[src/hw/bfm_pkg.sv]
package bfm_pkg;
  // clock and time base
  localparam int CLK_PERIOD_PS = 5000;
  // dsp reset hold after the switches are caught, least time
  localparam int DSP_RST_NS = 1000;
  localparam int DSP_RST_CYC = (DSP_RST_NS * 1000 + CLK_PERIOD_PS - 1) / CLK_PERIOD_PS;
  localparam int RST_CNT_W = 8;

  localparam int CFG_W = 16;
  localparam logic [CFG_W-1:0] CFG_RST = 16'h0000;

  // register-access bus commands on bus_command_pins
  localparam logic [1:0] CMD_IDLE = 2'h0;
  localparam logic [1:0] CMD_ADDR = 2'h1;
  localparam logic [1:0] CMD_READ = 2'h2;
  localparam logic [1:0] CMD_WRITE = 2'h3;

  // register offsets on the 8-bit address
  localparam logic [7:0] REG_CFG_LO = 8'h00;
  localparam logic [7:0] REG_CFG_HI = 8'h01;
  localparam logic [7:0] REG_USER = 8'h10;
  localparam logic [7:0] REG_FLASH_CTL_H = 8'h21;
  localparam logic [7:0] REG_STATUS = 8'h22;

  // field positions
  localparam int LED_LSB = 0;
  localparam int SW_LSB = 4;
  localparam int WP_BIT = 4;
  localparam int STAT_BOOT_BIT = 0;
  localparam int STAT_PASS_BIT = 1;

  // values after reset
  localparam logic [7:0] FLASH_CTL_RST = 8'h00;
  localparam logic [1:0] LED_RST = 2'h0;
  localparam logic [7:0] ADDR_RST = 8'h00;
  localparam logic [7:0] RDATA_RST = 8'h00;

  typedef enum logic [1:0] {BFM_CAPTURE, BFM_HOLD, BFM_RUN} bfm_boot_t;
endpackage : bfm_pkg

[src/hw/bfm_top.sv]
`timescale 1ns/1ps
// Behaviour
// - catch switch levels at reset
// - drive caught configuration during dsp reset
// - only one mode at a time
// - mode pin counts only after boot
// - mode pin low selects register access
// - registers reachable only in register mode
// - serve register cycles over gpio pins
// - mode pin high selects flash pass-through
// - pass-through wires gpio to flash pins
// - write-protect follows control register bit four
// - no flash path in register mode
// - two leds, two switches through registers
// - ready low stretches read and write
// - gpio 8-13 map to flash strobes
// - bridge interrupt passed to processor pin
module bfm_top
  import bfm_pkg::*;
(
  input wire logic i_mclk,
  input wire logic i_rst,
  input wire logic [CFG_W-1:0] i_cfg_sw,
  output logic [CFG_W-1:0] o_cfg_drv,
  output logic o_cfg_oe_n,
  output logic o_dsp_rst_n,
  input wire logic i_boot_done,
  input wire logic [7:0] i_gp_data,
  output logic [7:0] o_gp_data,
  output logic o_gp_data_oe_n,
  input wire logic [1:0] i_bus_command_pins,
  input wire logic i_gp_strobe,
  output logic o_cycle_ready_pin,
  input wire logic i_gp_re_n,
  input wire logic i_gp_ce_n,
  input wire logic i_mode_select,
  output logic o_bridge_irq_pin,
  input wire logic i_bridge_irq,
  input wire logic [7:0] i_flash_data,
  output logic [7:0] o_flash_data,
  output logic o_flash_data_oe_n,
  output logic o_flash_cle,
  output logic o_flash_ale,
  output logic o_flash_we_n,
  output logic o_flash_re_n,
  output logic o_flash_ce_n,
  output logic o_flash_wp_n,
  input wire logic i_flash_rb,
  output logic [1:0] o_user_led,
  input wire logic [1:0] i_user_sw
);
  logic pass_mode_r;
  logic strobe_q_r;
  logic wait_r;
  logic [7:0] addr_r;
  logic [7:0] rdata_r;
  logic [7:0] flash_ctl_r;
  logic [1:0] led_r;
  logic [7:0] rd_mux;

  bfm_cfg_latch u_cfg (
    .i_mclk(i_mclk),
    .i_rst(i_rst),
    .i_cfg_sw(i_cfg_sw),
    .o_cfg_drv(o_cfg_drv),
    .o_cfg_oe_n(o_cfg_oe_n),
    .o_dsp_rst_n(o_dsp_rst_n)
  );

  // mode is taken one clock after the pin; before boot the pin is ignored
  wire boot_ok = o_dsp_rst_n & i_boot_done;
  wire pass_nxt = boot_ok & i_mode_select;

  // register bus decode, live only in register mode
  wire stb_rise = i_gp_strobe & ~strobe_q_r;
  wire reg_cyc = stb_rise & ~pass_mode_r;
  wire reg_addr = reg_cyc & (i_bus_command_pins == CMD_ADDR);
  wire reg_rd = reg_cyc & (i_bus_command_pins == CMD_READ);
  wire reg_wr = reg_cyc & (i_bus_command_pins == CMD_WRITE);
  wire wr_user = reg_wr & (addr_r == REG_USER);
  wire wr_fctl = reg_wr & (addr_r == REG_FLASH_CTL_H);
  wire drive_rd = ~pass_mode_r & i_gp_strobe & (i_bus_command_pins == CMD_READ);
  // flash owns the data bus only while both its enables are low
  wire flash_talks = ~i_gp_ce_n & ~i_gp_re_n;

  always_comb
  begin
    rd_mux = 8'h00;
    case (addr_r)
      REG_CFG_LO: rd_mux = o_cfg_drv[7:0];
      REG_CFG_HI: rd_mux = o_cfg_drv[15:8];
      REG_USER:
      begin
        rd_mux[LED_LSB +: 2] = led_r;
        rd_mux[SW_LSB +: 2] = i_user_sw;
      end
      REG_FLASH_CTL_H: rd_mux = flash_ctl_r;
      REG_STATUS:
      begin
        rd_mux[STAT_BOOT_BIT] = boot_ok;
        rd_mux[STAT_PASS_BIT] = pass_mode_r;
      end
      default: rd_mux = 8'h00;
    endcase
  end

  always_ff @(posedge i_mclk or posedge i_rst)
  begin
    if (i_rst)
    begin
      pass_mode_r <= 1'b0;
      strobe_q_r <= 1'b0;
      wait_r <= 1'b0;
    end
    else
    begin
      pass_mode_r <= pass_nxt;
      strobe_q_r <= i_gp_strobe;
      wait_r <= reg_rd | reg_wr;
    end
  end

  always_ff @(posedge i_mclk or posedge i_rst)
  begin
    if (i_rst)
    begin
      addr_r <= ADDR_RST;
      rdata_r <= RDATA_RST;
    end
    else
    begin
      if (reg_addr)
      begin
        addr_r <= i_gp_data;
      end
      if (reg_rd)
      begin
        rdata_r <= rd_mux;
      end
    end
  end

  // control bits hold across mode changes; only a register-mode write moves them
  always_ff @(posedge i_mclk or posedge i_rst)
  begin
    if (i_rst)
    begin
      led_r <= LED_RST;
      flash_ctl_r <= FLASH_CTL_RST;
    end
    else
    begin
      if (wr_user)
      begin
        led_r <= i_gp_data[LED_LSB +: 2];
      end
      if (wr_fctl)
      begin
        flash_ctl_r <= i_gp_data;
      end
    end
  end

  // pin mux: pass-through is pure wiring so flash timing is the processor's own
  assign o_flash_cle = pass_mode_r & i_bus_command_pins[0];
  assign o_flash_ale = pass_mode_r & i_bus_command_pins[1];
  assign o_flash_we_n = ~pass_mode_r | i_gp_strobe;
  assign o_flash_re_n = ~pass_mode_r | i_gp_re_n;
  assign o_flash_ce_n = ~pass_mode_r | i_gp_ce_n;
  assign o_flash_data = i_gp_data;
  assign o_flash_data_oe_n = ~pass_mode_r | flash_talks;
  assign o_flash_wp_n = flash_ctl_r[WP_BIT];
  assign o_gp_data = pass_mode_r ? i_flash_data : rdata_r;
  assign o_gp_data_oe_n = pass_mode_r ? ~flash_talks : ~drive_rd;
  assign o_cycle_ready_pin = pass_mode_r ? i_flash_rb : ~wait_r;
  assign o_user_led = led_r;
  assign o_bridge_irq_pin = i_bridge_irq;
endmodule : bfm_top

[src/hw/bfm_cfg_latch.sv]
`timescale 1ns/1ps
module bfm_cfg_latch
  import bfm_pkg::*;
(
  input wire logic i_mclk,
  input wire logic i_rst,
  input wire logic [CFG_W-1:0] i_cfg_sw,
  output logic [CFG_W-1:0] o_cfg_drv,
  output logic o_cfg_oe_n,
  output logic o_dsp_rst_n
);
  bfm_boot_t state_r;
  bfm_boot_t state_nxt;
  logic [RST_CNT_W-1:0] cnt_r;
  logic [RST_CNT_W-1:0] cnt_nxt;
  logic [CFG_W-1:0] cfg_r;
  wire hold_done = (cnt_r == RST_CNT_W'(DSP_RST_CYC - 1));

  always_comb
  begin
    state_nxt = state_r;
    cnt_nxt = cnt_r;
    case (state_r)
      BFM_CAPTURE:
      begin
        state_nxt = BFM_HOLD;
        cnt_nxt = '0;
      end
      BFM_HOLD:
      begin
        cnt_nxt = cnt_r + 1'b1;
        if (hold_done)
        begin
          state_nxt = BFM_RUN;
        end
      end
      BFM_RUN:
      begin
        state_nxt = BFM_RUN;
      end
      default:
      begin
        state_nxt = BFM_CAPTURE;
      end
    endcase
  end

  always_ff @(posedge i_mclk or posedge i_rst)
  begin
    if (i_rst)
    begin
      state_r <= BFM_CAPTURE;
      cnt_r <= '0;
    end
    else
    begin
      state_r <= state_nxt;
      cnt_r <= cnt_nxt;
    end
  end

  // switches are caught by the clock after release, never by the async reset
  always_ff @(posedge i_mclk)
  begin
    if (state_r == BFM_CAPTURE)
    begin
      cfg_r <= i_cfg_sw;
    end
  end

  assign o_cfg_drv = (state_r == BFM_CAPTURE) ? CFG_RST : cfg_r;
  assign o_cfg_oe_n = (state_r != BFM_HOLD);
  assign o_dsp_rst_n = (state_r == BFM_RUN);
endmodule : bfm_cfg_latch

[config.mk]
export PLATFORM = sky130hd
export DESIGN_NAME = bfm_top
export DESIGN_NICKNAME = d
export VERILOG_FILES = /design/src/hw/bfm_pkg.sv /design/src/hw/bfm_top.sv /design/src/hw/bfm_cfg_latch.sv
export SDC_FILE = /design/constraint.sdc
export NUM_CORES = 1
export LEC_CHECK = 0
export ABC_AREA = 1
export BUFFER_PORTS_ARGS = -buffer_cell sky130_fd_sc_hd__buf_4
export CORE_ASPECT_RATIO = 1.4
export CORE_MARGIN = 2
export CORE_UTILIZATION = 42
export DETAILED_ROUTE_END_ITERATION = 16
export GPL_TIMING_DRIVEN = 1
export PLACE_DENSITY_LB_ADDON = 0.12
export SETUP_SLACK_MARGIN = 0.15
export SLEW_MARGIN = 25
export SYNTH_ARGS = -nofsm -noshare
export SYNTH_HDL_FRONTEND = slang
export SYNTH_SLANG_ARGS = --single-unit
[constraint.sdc]
create_clock -name i_mclk -period 2.25 [get_ports i_mclk]
set_input_delay 0.225 -clock i_mclk [delete_from_list [all_inputs] [get_ports i_mclk]]
set_output_delay 0.225 -clock i_mclk [all_outputs]
set_load 0.01 [all_outputs]
==> results of run 1 <==
==> kinds of logic after synthesis <==
group | synth area share (%)
XOR/XNOR | 0.3091
AND/OR/NAND/NOR | 26.54
adder cells (fa/ha/maj) | 1.766
flip-flops | 51.39
AO/OA/AOI/OAI | 8.256
multiplexers | 0.3532
buffers and inverters | 11.39
==> metrics by stage <==
stage                     cell area (sq um)  instances  utilization, %
after CTS                              3623        505           55.16
after detailed placement               3512        497           53.47
after global routing                   3623        505           55.16
after global placement                 3512        497           53.47
final                                  3623        505           55.16
after floorplan                        2834        347               -
==> worst min-delay path, stage by stage <==
cell and delay [ns]:
sky130_fd_sc_hd__buf_4 0.10, sky130_fd_sc_hd__inv_1 0.04, sky130_fd_sc_hd__buf_4 0.43
==> power groups by stage <==
stage               logic, W  clock network, W  registers [W]
finish              0.000352          0.000661        0.00114
global route        0.000395          0.000716        0.00114
global placement    0.000350                 0        0.00115
floorplan           0.000205                 0        0.00114
CTS                 0.000356          0.000685        0.00114
detailed placement  0.000354                 0        0.00116
==> Yosys cell counts (2+ instances only) <==
| cell | instances | area, sq um |
|---|---|---|
| sky130_fd_sc_hd__clkbuf_1 | 3 | 11.26 |
| sky130_fd_sc_hd__nand2_1 | 96 | 360.4 |
| sky130_fd_sc_hd__o21ai_2 | 8 | 70.07 |
| sky130_fd_sc_hd__buf_4 | 9 | 67.56 |
| sky130_fd_sc_hd__inv_1 | 54 | 202.7 |
| sky130_fd_sc_hd__nand3_2 | 2 | 20.02 |
| sky130_fd_sc_hd__o21ai_0 | 23 | 115.1 |
| sky130_fd_sc_hd__buf_2 | 3 | 15.01 |
| sky130_fd_sc_hd__a21oi_1 | 3 | 15.01 |
| sky130_fd_sc_hd__inv_2 | 3 | 11.26 |
| sky130_fd_sc_hd__nor2_1 | 35 | 131.4 |
| sky130_fd_sc_hd__nand3_1 | 25 | 125.1 |
| sky130_fd_sc_hd__or2_2 | 3 | 18.77 |
| sky130_fd_sc_hd__dfrtp_1 | 39 | 975.9 |
| sky130_fd_sc_hd__edfxtp_1 | 16 | 480.5 |
| sky130_fd_sc_hd__nand2_2 | 3 | 18.77 |
| sky130_fd_sc_hd__o22ai_1 | 2 | 12.51 |
| sky130_fd_sc_hd__ha_1 | 4 | 50.05 |
| sky130_fd_sc_hd__nor3_1 | 2 | 10.01 |
==> state kept, by name, indices dropped and copies added (netlist names), 2 cells and up <==
signal	cells
flash_ctl_r	8
addr_r	8
u_cfg.cfg_r	16
rdata_r	8
u_cfg.state_r	2
o_user_led	2
u_cfg.cnt_r	8
==> routing by layer <==
| layer | GRT usage (%) | vias up |
|---|---|---|
| li1 | - | 1238 |
| met1 | 21.48 | 1054 |
| met2 | 30.21 | 64 |
| met3 | 3.781 | 17 |
| met4 | 8.531 | 0 |
| met5 | 0 | - |
==> layout make-up <==
| type | instances | area (sq um) | share of cell area, % |
|---|---|---|---|
| Clock buffer | 5 | 68.82 | 1.899 |
| Clock inverter | 3 | 42.54 | 1.174 |
| Inverter | 58 | 217.7 | 6.008 |
| Multi-Input combinational cell | 218 | 1055 | 29.11 |
| Sequential cell | 55 | 1456 | 40.19 |
| Tap cell | 74 | 92.59 | 2.555 |
| Timing Repair Buffer | 92 | 690.7 | 19.06 |
==> placed cells by master, fill, tap and decap left out, drive strengths merged <==
master  netlist  routed
a21oi         3       3
a22o          1       1
and2          1       1
buf          13      92
bufinv        0       1
clkbuf        3       5
clkinv        1       2
dfrtp        39      39
edfxtp       16      16
ha            4       4
inv          57      58
mux2i         1       1
nand2       100     100
nand3        27      27
nand3b        1       1
nand4         1       1
nor2         37      37
nor3          3       3
o21ai        32      32
o22ai         2       2
o31ai         1       1
or2           3       3
xnor2         1       1
==> how the worst max path moves through the flow <==
stage	from	endpoint	slack, ns	cells past startpoint
5_1_grt	u_cfg.state_r[0]$_DFFE_PP0P_	o_cfg_drv[15]	0.24	5
2_1_floorplan	u_cfg.state_r[0]$_DFFE_PP0P_	rdata_r[2]$_DFFE_PP0P_	0.37	9
3_3_place_gp	u_cfg.state_r[1]$_DFFE_PP0P_	u_cfg.cnt_r[6]$_DFFE_PP0P_	0.72	7
4_1_cts	u_cfg.state_r[0]$_DFFE_PP0P_	o_cfg_drv[7]	0.37	5
6_report	u_cfg.state_r[0]$_DFFE_PP0P_	o_cfg_drv[7]	0.40	5
3_5_place_dp	u_cfg.state_r[0]$_DFFE_PP0P_	rdata_r[5]$_DFFE_PP0P_	0.66	8
==> impl_table.tex, run 1 <==
\begin{tabular}{lr}
\hline
Metric & Value \\
\hline
\multicolumn{2}{l}{\textbf{Place}} \\
Detailed-placement wirelength estimate & 4.898 mm \\
Number of I/O port buffers & 88 \\
Dpl ws & 0.6631 ns \\
Final RePlAce weighted congestion & 0.8536 \\
\multicolumn{2}{l}{\textbf{Clock tree}} \\
Root buffer cell & sky130\_fd\_sc\_hd\_\_clkbuf\_8 \\
Post-CTS setup-driven buffer insertion count & 0 \\
\# hold bufs at CTS & 0 \\
Number of buffers added by the clock tree synthesis step & 5 \\
Post-cts gate resize count & 0 \\
Clock slew at reported path FFs & 0.10 ns \\
Clk\_lat worst skew & 0.31 ns \\
Clock Sinks & 55 \\
Maximum clock path buffer count & 2 \\
TritonCTS clock tree & yes \\
\# H-tree levels & 2 \\
\multicolumn{2}{l}{\textbf{STA}} \\
Fin crit share & 82.39\% \\
Post-route worst setup slack & 0.3962 ns \\
Number of failing setup endpoints in the final timing report & 0 \\
Setup skew after layout & 0.009455 ns \\
Number of hold violations in the final report & 0 \\
Post-layout min period & 1.854 ns \\
Maximum achievable frequency & 539.4 MHz \\
TNS Setup & 0 ns \\
Final worst hold slack & 0.03238 ns \\
Unrepaired setup endpoints after global routing & no \\
Pins Over Slew Limit & 0 \\
Measured slew at the worst slew-check pin & 0.5107 ns \\
Relative max-transition margin & 65.83\% \\
\multicolumn{2}{l}{\textbf{Power}} \\
Total internal power & 0.001581 W \\
Leakage Power & 1.947 nW \\
Power density relative to cell area & 593.0 mW/mm\^{}2 \\
Switching Power & 0.0005680 W \\
Total power & 0.002149 W \\
Maximum VDD drop & 0.3507 mV \\
Switching part of the total & 26.43\% \\
Power share of the sequential group & 52.9\% \\
Comb pwr share & 16.4\% \\
Share of power burned in the clock network & 30.8\% \\
\multicolumn{2}{l}{\textbf{Critical path}} \\
Reg-to-reg slack, setup & 0.65 ns \\
Largest fanout on the critical path & 34 \\
Register-to-Register Path Depth & 8 \\
Slowest Stage Delay on Critical Path & 0.40 ns \\
Critical path cell sequence & inv\_1, ha\_1, buf\_4, nor2\_1, buf\_4 \\
Nature of the critical path endpoint & output pin \\
Largest delay contributor family on the critical path & buffers and inverters \\
Cell repeated most along the worst path & sky130\_fd\_sc\_hd\_\_buf\_4 \\
Critical Path Slowest Stage Cell & sky130\_fd\_sc\_hd\_\_dfrtp\_1 \\
Buffers plus inverters on the worst setup path & 3 \\
Required time at the worst-slack endpoint & 2.03 ns \\
Worst R2R End & rdata\_r[5]\$\_DFFE\_PP0P\_ \\
Setup crit start kind & flip-flop \\
Worst setup path category & flip-flop to output pin \\
Arrival time at the worst endpoint & 1.63 ns \\
Worst R2R Start & u\_cfg.state\_r[0]\$\_DFFE\_PP0P\_ \\
\multicolumn{2}{l}{\textbf{Run}} \\
Number of max-capacitance violations reported & 0 \\
\multicolumn{2}{l}{\textbf{Route}} \\
Detail-routed via count per cell & 4.699 \\
Number of design-rule violations left by the first detailed-router iteration & 153 \\
Met2 WL post-DR & 3.169 mm \\
Routed length on met3 & 319 um \\
Antenna-violating nets left & 0 \\
Met1 wire length & 2.627 mm \\
First-pass iteration count of the detailed router & 6 \\
Via count of the routed design & 2373 \\
WL final & 6.366 mm \\
Post-route DRC violation count & 0 \\
Average routed wire per standard cell & 12.61 um \\
Top layer in use & met4 \\
\multicolumn{2}{l}{\textbf{Cells and area}} \\
Share of layout cells above drive strength 1 & 28.54\% \\
Fin nets & 479 \\
Antenna cell count & 0 \\
Filler cells & 642 \\
Synthesis-to-layout area growth & 27.86\% \\
\multicolumn{2}{l}{\textbf{Run status}} \\
Run status & complete, no violations \\
\multicolumn{2}{l}{\textbf{Yosys}} \\
Netlist area before placement & 0.002834 sq mm \\
Leading register cell type out of synthesis & sky130\_fd\_sc\_hd\_\_dfrtp\_1 \\
Post-synthesis sequential area ratio & 51.39\% \\
Syn. warnings & 0 \\
Count of flip-flops with a built-in enable after synthesis & 16 \\
Proportion of register bits with asynchronous set or reset after synthesis & 70.91\% \\
Post-Synthesis Cells & 347 \\
Netlist cell types & 33 \\
Average cell area after synthesis & 8.167 sq um \\
Total of flip-flops plus latches after synthesis & 55 \\
Number of nets in the synthesized netlist & 396 \\
\multicolumn{2}{l}{\textbf{GRT}} \\
Antenna violations before repair & 0 \\
Via count of the first global-routing pass & 2202 \\
GRT overflow & 0 \\
Global-route wire length before repair & 10.21 mm \\
Largest net degree at the start of global routing & 40 \\
GRT Overall Usage & 17.87\% \\
\multicolumn{2}{l}{\textbf{Floorplanning}} \\
Area of the die & 0.007430 sq mm \\
I/O pin total & 91 \\
Core region area & 0.006569 sq mm \\
Rows & 35 \\
Effective utilization at floorplan & 43.14\% \\
Chip Width & 73.43 um \\
Vertical die dimension & 101.2 um \\
\multicolumn{2}{l}{\textbf{Min path}} \\
Hold/Removal Path Class & primary input to async pin \\
\hline
\end{tabular}
Note: power is estimated with default switching activity, not from simulation.
==> run 2: changes to the inputs <==
clock period = 1.95 ns   (was 2.25 ns; I/O delays follow)
==> impl_table.tex, run 2 (same netlist as run 1, synthesis figures left out) <==
\begin{tabular}{lr}
\hline
Metric & Value \\
\hline
\multicolumn{2}{l}{\textbf{Clock tree}} \\
Clk\_lat worst skew & 0.31 ns \\
Clock slew at reported path FFs & 0.10 ns \\
Root buffer cell & sky130\_fd\_sc\_hd\_\_clkbuf\_8 \\
Post-CTS setup-driven buffer insertion count & 0 \\
Number of buffers added by the clock tree synthesis step & 5 \\
TritonCTS clock tree & yes \\
Maximum clock path buffer count & 2 \\
\# H-tree levels & 2 \\
Clock Sinks & 55 \\
\multicolumn{2}{l}{\textbf{Critical path}} \\
Register-to-Register Path Depth & 7 \\
Setup crit start kind & flip-flop \\
Arrival time at the worst endpoint & 1.45 ns \\
Reg-to-reg slack, setup & 0.35 ns \\
Critical Path Slowest Stage Cell & sky130\_fd\_sc\_hd\_\_dfrtp\_1 \\
Worst setup path category & flip-flop to output pin \\
Critical path cell sequence & inv\_1, ha\_1, inv\_1, buf\_4 \\
Required time at the worst-slack endpoint & 1.75 ns \\
Nature of the critical path endpoint & output pin \\
Slowest Stage Delay on Critical Path & 0.40 ns \\
Largest fanout on the critical path & 7 \\
Cell repeated most along the worst path & sky130\_fd\_sc\_hd\_\_inv\_1 \\
\multicolumn{2}{l}{\textbf{Cells and area}} \\
Filler cells & 630 \\
Area of combinational cells with multiple inputs & 0.001067 sq mm \\
Register containing the most flip-flops in the final layout & u\_cfg.cfg\_r \\
Fin nets & 482 \\
Antenna cell count & 0 \\
Utilization after layout & 55.68\% \\
Register Area & 0.001456 sq mm \\
Largest register FFs & 16 \\
Most common cell after layout, fill and taps aside & sky130\_fd\_sc\_hd\_\_nand2\_1 \\
Share of layout cells above drive strength 1 & 29.03\% \\
Commonest cells after routing, fill and taps aside & sky130\_fd\_sc\_hd\_\_nand2\_1, sky130\_fd\_sc\_hd\_\_buf\_4, sky130\_fd\_sc\_hd\_\_inv\_1, sky130\_fd\_sc\_hd\_\_dfrtp\_1, sky130\_fd\_sc\_hd\_\_nor2\_1 \\
Synthesis-to-layout area growth & 29.05\% \\
\multicolumn{2}{l}{\textbf{Place}} \\
Detailed-placement wirelength estimate & 4.829 mm \\
Final RePlAce weighted congestion & 0.9205 \\
Number of I/O port buffers & 88 \\
\multicolumn{2}{l}{\textbf{GRT}} \\
Via count of the first global-routing pass & 2252 \\
Antenna violations before repair & 0 \\
GRT overflow & 0 \\
GRT Overall Usage & 17.74\% \\
Global-route wire length before repair & 10.27 mm \\
Largest net degree at the start of global routing & 40 \\
\multicolumn{2}{l}{\textbf{Route}} \\
First-pass iteration count of the detailed router & 4 \\
WL final & 6.229 mm \\
Via count of the routed design & 2389 \\
Detail-routed via count per cell & 4.703 \\
Antenna-violating nets left & 0 \\
Post-route DRC violation count & 0 \\
Number of design-rule violations left by the first detailed-router iteration & 85 \\
Average routed wire per standard cell & 12.26 um \\
\multicolumn{2}{l}{\textbf{Floorplanning}} \\
Chip Width & 73.43 um \\
Core region area & 0.006569 sq mm \\
Effective utilization at floorplan & 43.14\% \\
Rows & 35 \\
Area of the die & 0.007430 sq mm \\
I/O pin total & 91 \\
Vertical die dimension & 101.2 um \\
\multicolumn{2}{l}{\textbf{Power}} \\
Total power & 0.002455 W \\
Power density relative to cell area & 671.3 mW/mm\^{}2 \\
Leakage Power & 1.958 nW \\
Maximum VDD drop & 0.5467 mV \\
\multicolumn{2}{l}{\textbf{STA}} \\
Unrepaired setup endpoints after global routing & no \\
Maximum achievable frequency & 606.1 MHz \\
Final worst hold slack & -0.001193 ns \\
TNS Setup & 0 ns \\
Relative max-transition margin & 66.35\% \\
Number of failing setup endpoints in the final timing report & 0 \\
Pins Over Slew Limit & 0 \\
Setup skew after layout & 0.008711 ns \\
Fin crit share & 84.61\% \\
Number of hold violations in the final report & 5 \\
Measured slew at the worst slew-check pin & 0.5048 ns \\
Post-layout min period & 1.650 ns \\
\multicolumn{2}{l}{\textbf{Run}} \\
Number of max-capacitance violations reported & 0 \\
\multicolumn{2}{l}{\textbf{Run status}} \\
Run status & complete, but fails checks \\
Violations in the final reports & negative hold slack \\
\multicolumn{2}{l}{\textbf{Min path}} \\
Hold/Removal Path Class & primary input to async pin \\
\hline
\end{tabular}
run 2: routing by layer:
layer / GRT usage [%] / share of wire [%] / vias up
met3: 3.483 / 4.3 / 13
met5: 0 / 0 / -
met1: 21.98 / 42 / 1070
met2: 30.08 / 51 / 66
li1: - / - / 1240
met4: 7.273 / 2.9 / 0
run 2: worst paths after layout:
path                                         startpoint                          to
max                        u_cfg.state_r[1]$_DFFE_PP0P_                  o_cfg_oe_n
min                                               i_rst  flash_ctl_r[4]$_DFFE_PP0P_
max reg2reg                u_cfg.state_r[1]$_DFFE_PP0P_  u_cfg.cnt_r[6]$_DFFE_PP0P_
min reg2reg                      rdata_r[4]$_DFFE_PP0P_      rdata_r[4]$_DFFE_PP0P_
max in group asynchronous                         i_rst  flash_ctl_r[7]$_DFFE_PP0P_
min in group i_mclk                         i_cfg_sw[2]    u_cfg.cfg_r[2]$_DFFE_PP_
run 2: report_power, final:
part | switching [W] | leakage, nW | internal, W
Clock | 0.000368 | 0.0517 | 0.000376
Combinational | 0.000215 | 1.25 | 0.000190
Sequential | 0.0000508 | 0.653 | 0.00125
Total | 0.000635 | 1.96 | 0.00182
run 2: worst max-delay path, delay by kind of cell (launching register included):
family                     cells  cell delay [ns]
adders and majority gates      1             0.31
buffers and inverters          3             0.44
DFF                            1             0.40
run 2: repair_timing:
item / in CTS / in global routing
endpoints found under the hold margin: 0 / 1
gates resized for setup: 0 / 1
setup endpoints to repair: 0 / 17
hold buffers: 0 / 1
run 2: final cells by class:
| class | instances | area share (%) |
|---|---|---|
| clock buffer | 5 | 1.882 |
| timing repair buffer | 95 | 19.57 |
| inverter | 58 | 5.953 |
| sequential | 55 | 39.82 |
| tap | 74 | 2.532 |
| clock inverter | 3 | 1.061 |
| multi-input combinational | 218 | 29.18 |
run 2: per-stage QoR:
step / area, sq um / std cells / setup WS [ns]
floorplan: 2836 / 347 / 0.2444
global placement: 3530 / 499 / 0.4177
detailed placement: 3530 / 499 / 0.3466
CTS: 3637 / 507 / 0.2111
global route: 3657 / 508 / 0.1766
finish: 3657 / 508 / 0.3001
==> run 3: changes to the inputs <==
ABC_AREA = 0   (was 1)
clock period = 1.5 ns   (was 1.95 ns; I/O delays follow)
==> impl_table.tex, run 3 <==
\begin{tabular}{lr}
\hline
Metric & Value \\
\hline
\multicolumn{2}{l}{\textbf{Route}} \\
Detail-routed via count per cell & 5.309 \\
First-pass iteration count of the detailed router & 4 \\
Via count of the routed design & 2442 \\
Antenna-violating nets left & 0 \\
Number of design-rule violations left by the first detailed-router iteration & 75 \\
WL final & 7.874 mm \\
Post-route DRC violation count & 0 \\
Average routed wire per standard cell & 17.12 um \\
\multicolumn{2}{l}{\textbf{Cells and area}} \\
Register containing the most flip-flops in the final layout & u\_cfg.cfg\_r \\
Synthesis-to-layout area growth & 71.24\% \\
Fin nets & 434 \\
Antenna cell count & 0 \\
Filler cells & 430 \\
Share of layout cells above drive strength 1 & 66.58\% \\
Largest register FFs & 16 \\
Commonest cells after routing, fill and taps aside & sky130\_fd\_sc\_hd\_\_buf\_4, sky130\_fd\_sc\_hd\_\_buf\_6, sky130\_fd\_sc\_hd\_\_dfrtp\_1, sky130\_fd\_sc\_hd\_\_mux2\_4, sky130\_fd\_sc\_hd\_\_edfxtp\_1 \\
Most common cell after layout, fill and taps aside & sky130\_fd\_sc\_hd\_\_buf\_4 \\
Utilization after layout & 73.32\% \\
\multicolumn{2}{l}{\textbf{Critical path}} \\
Reg-to-reg slack, setup & -0.17 ns \\
Largest fanout on the critical path & 6 \\
Nature of the critical path endpoint & flip-flop \\
Worst setup path category & flip-flop to flip-flop \\
Setup crit start kind & flip-flop \\
Arrival time at the worst endpoint & 1.93 ns \\
Required time at the worst-slack endpoint & 1.76 ns \\
\multicolumn{2}{l}{\textbf{Power}} \\
Switching Power & 0.0009350 W \\
Share of power burned in the clock network & 27.6\% \\
Power density relative to cell area & 758.3 mW/mm\^{}2 \\
Total internal power & 0.002669 W \\
Comb pwr share & 23.6\% \\
Leakage Power & 2.192 nW \\
Maximum VDD drop & 0.5139 mV \\
Switching part of the total & 25.95\% \\
Power share of the sequential group & 48.8\% \\
\multicolumn{2}{l}{\textbf{Yosys}} \\
Post-synthesis sequential area ratio & 52.48\% \\
Fraction of post-synthesis cell area in the top cell type by area & 35.17\% \\
Total of flip-flops plus latches after synthesis & 55 \\
Count of flip-flops with a built-in enable after synthesis & 16 \\
Proportion of register bits with asynchronous set or reset after synthesis & 70.91\% \\
Leading register cell type out of synthesis & sky130\_fd\_sc\_hd\_\_dfrtp\_1 \\
Area contributors post-synth & sky130\_fd\_sc\_hd\_\_dfrtp\_1, sky130\_fd\_sc\_hd\_\_edfxtp\_1, sky130\_fd\_sc\_hd\_\_mux2\_2 \\
Average cell area after synthesis & 11.76 sq um \\
Cell type with the highest aggregate area in the netlist & sky130\_fd\_sc\_hd\_\_dfrtp\_1 \\
Number of nets in the synthesized netlist & 285 \\
Netlist cell types & 47 \\
Most numerous cell in the Yosys netlist & sky130\_fd\_sc\_hd\_\_dfrtp\_1 \\
Post-synth top cells & sky130\_fd\_sc\_hd\_\_dfrtp\_1, sky130\_fd\_sc\_hd\_\_mux2\_2, sky130\_fd\_sc\_hd\_\_nand2\_1 \\
Netlist area before placement & 0.002775 sq mm \\
Post-Synthesis Cells & 236 \\
Syn. warnings & 0 \\
\multicolumn{2}{l}{\textbf{GRT}} \\
Via count of the first global-routing pass & 2384 \\
Antenna violations before repair & 0 \\
Largest net degree at the start of global routing & 40 \\
Global-route wire length before repair & 11.65 mm \\
GRT Overall Usage & 21.00\% \\
GRT overflow & 0 \\
\multicolumn{2}{l}{\textbf{Floorplanning}} \\
I/O pin total & 91 \\
Area of the die & 0.007283 sq mm \\
Effective utilization at floorplan & 42.82\% \\
Rows & 35 \\
Chip Width & 72.70 um \\
Vertical die dimension & 100.2 um \\
Core region area & 0.006481 sq mm \\
\multicolumn{2}{l}{\textbf{STA}} \\
Number of hold violations in the final report & 0 \\
Measured slew at the worst slew-check pin & 0.4951 ns \\
TNS Setup & -3.697 ns \\
Relative max-transition margin & 66.99\% \\
Number of failing setup endpoints in the final timing report & 51 \\
Setup skew after layout & 0.01092 ns \\
Pins Over Slew Limit & 0 \\
Post-layout min period & 1.668 ns \\
Maximum achievable frequency & 599.4 MHz \\
Fin crit share & 111.2\% \\
Unrepaired setup endpoints after global routing & yes \\
Post-route worst setup slack & -0.1685 ns \\
\multicolumn{2}{l}{\textbf{Clock tree}} \\
Number of buffers added by the clock tree synthesis step & 5 \\
Clk\_lat worst skew & 0.31 ns \\
Maximum clock path buffer count & 2 \\
Root buffer cell & sky130\_fd\_sc\_hd\_\_clkbuf\_8 \\
TritonCTS clock tree & yes \\
Clock Sinks & 55 \\
\# H-tree levels & 2 \\
Clock slew at reported path FFs & 0.10 ns \\
\multicolumn{2}{l}{\textbf{Place}} \\
Detailed-placement wirelength estimate & 5.354 mm \\
Final RePlAce weighted congestion & 0.8017 \\
Number of I/O port buffers & 88 \\
\multicolumn{2}{l}{\textbf{Min path}} \\
Hold/Removal Path Class & primary input to flip-flop \\
\multicolumn{2}{l}{\textbf{Run}} \\
Number of max-capacitance violations reported & 0 \\
\multicolumn{2}{l}{\textbf{Run status}} \\
Violations in the final reports & negative setup slack \\
Run status & complete, but fails checks \\
\hline
\end{tabular}
[run 3: cell types whose count changed in the layout (fill, tap and decap cells not counted), sizes merged, moves of 4 or more]
cell	previous run	this run
nor2b	0	16
mux2	0	27
nand2	100	18
buf	94	159
inv	57	4
o21ai	32	11
nand3	27	5
mux2i	1	6
nand4	1	5
nor2	37	8
[run 3: stage by stage]
| step | cells | cell area (sq um) | hold slack (ns) | worst slack [ns] | power, W |
|---|---|---|---|---|---|
| 2_1_floorplan | 236 | 2875 | 0.1814 | -0.1512 | 0.002109 |
| 3_5_place_dp | 419 | 3790 | 0.3001 | -0.1638 | 0.002464 |
| 4_1_cts | 444 | 4402 | 0.003799 | -0.1359 | 0.003537 |
| 5_1_grt | 460 | 4752 | -0.001763 | -0.2182 | 0.003738 |
| 3_3_place_gp | 419 | 3790 | 0.2991 | -0.1355 | 0.002450 |
| 6_report | 460 | 4752 | 0.004243 | -0.1685 | 0.003604 |
[run 3: layout make-up]
cell class	instances	area [sq um]	area share, %
clock buffers	7	80.08	1.685
clock inverters	1	30.03	0.6319
inverters	4	20.02	0.4213
multi-input cells	157	1603	33.73
flip-flops and latches	55	1463	30.78
well taps	74	92.59	1.948
repair buffers	162	1464	30.81
[run 3: path summary, 6_finish.rpt]
path | start | endpoint | cells past startpoint
max | u_cfg.state_r[0]$_DFFE_PP0P_ | rdata_r[3]$_DFFE_PP0P_ | 6
min | i_cfg_sw[15] | u_cfg.cfg_r[15]$_DFFE_PP_ | 1
max reg2reg | u_cfg.state_r[0]$_DFFE_PP0P_ | rdata_r[3]$_DFFE_PP0P_ | 6
min reg2reg | u_cfg.cnt_r[7]$_DFFE_PP0P_ | u_cfg.cnt_r[7]$_DFFE_PP0P_ | 1
max in group asynchronous | i_rst | pass_mode_r$_DFF_PP0_ | 4
min in group asynchronous | i_rst | flash_ctl_r[5]$_DFFE_PP0P_ | 4
[run 3: repair_timing]
action / in CTS / in global routing
hold buffers: 1 / 1
endpoints found under the hold margin: 39 / 1
pin swaps: 21 / 9
gates cloned: 1 / 0
setup buffers: 15 / 15
resized for setup: 97 / 59
setup endpoints to repair: 67 / 79
[run 3: cell families after synthesis]
family | Yosys count | synth area share (%)
buffers and inverters | 24 | 4.689
flip-flops | 55 | 52.48
AO/OA/AOI/OAI | 33 | 8.476
XOR/XNOR | 4 | 1.263
multiplexers | 33 | 13.12
adder cells (fa/ha/maj) | 4 | 1.803
AND/OR/NAND/NOR | 83 | 18.17
[run 3: worst max-delay path, cell delays in order (launching register included)]
cell	delay [ns]
sky130_fd_sc_hd__dfrtp_1	0.38
sky130_fd_sc_hd__inv_2	0.07
sky130_fd_sc_hd__ha_4	0.19
sky130_fd_sc_hd__buf_4	0.14
sky130_fd_sc_hd__or4_4	0.54
sky130_fd_sc_hd__o211ai_2	0.16
sky130_fd_sc_hd__o21a_1	0.13
[run 3: power by group through the flow]
stage	registers, W	logic [W]	clock network [W]
after CTS	0.00174	0.000785	0.00101
after global routing	0.00177	0.000910	0.00105
after detailed placement	0.00177	0.000694	0
final	0.00176	0.000849	0.000995
after floorplan	0.00172	0.000389	0
after global placement	0.00176	0.000685	0
[run 3: per-layer routing]
| layer | wire (um) | track usage, % |
|---|---|---|
| met5 | 0 | 0 |
| met4 | 198 | 7.835 |
| met3 | 449 | 3.414 |
| met2 | 4412 | 38.81 |
| met1 | 2814 | 23.73 |
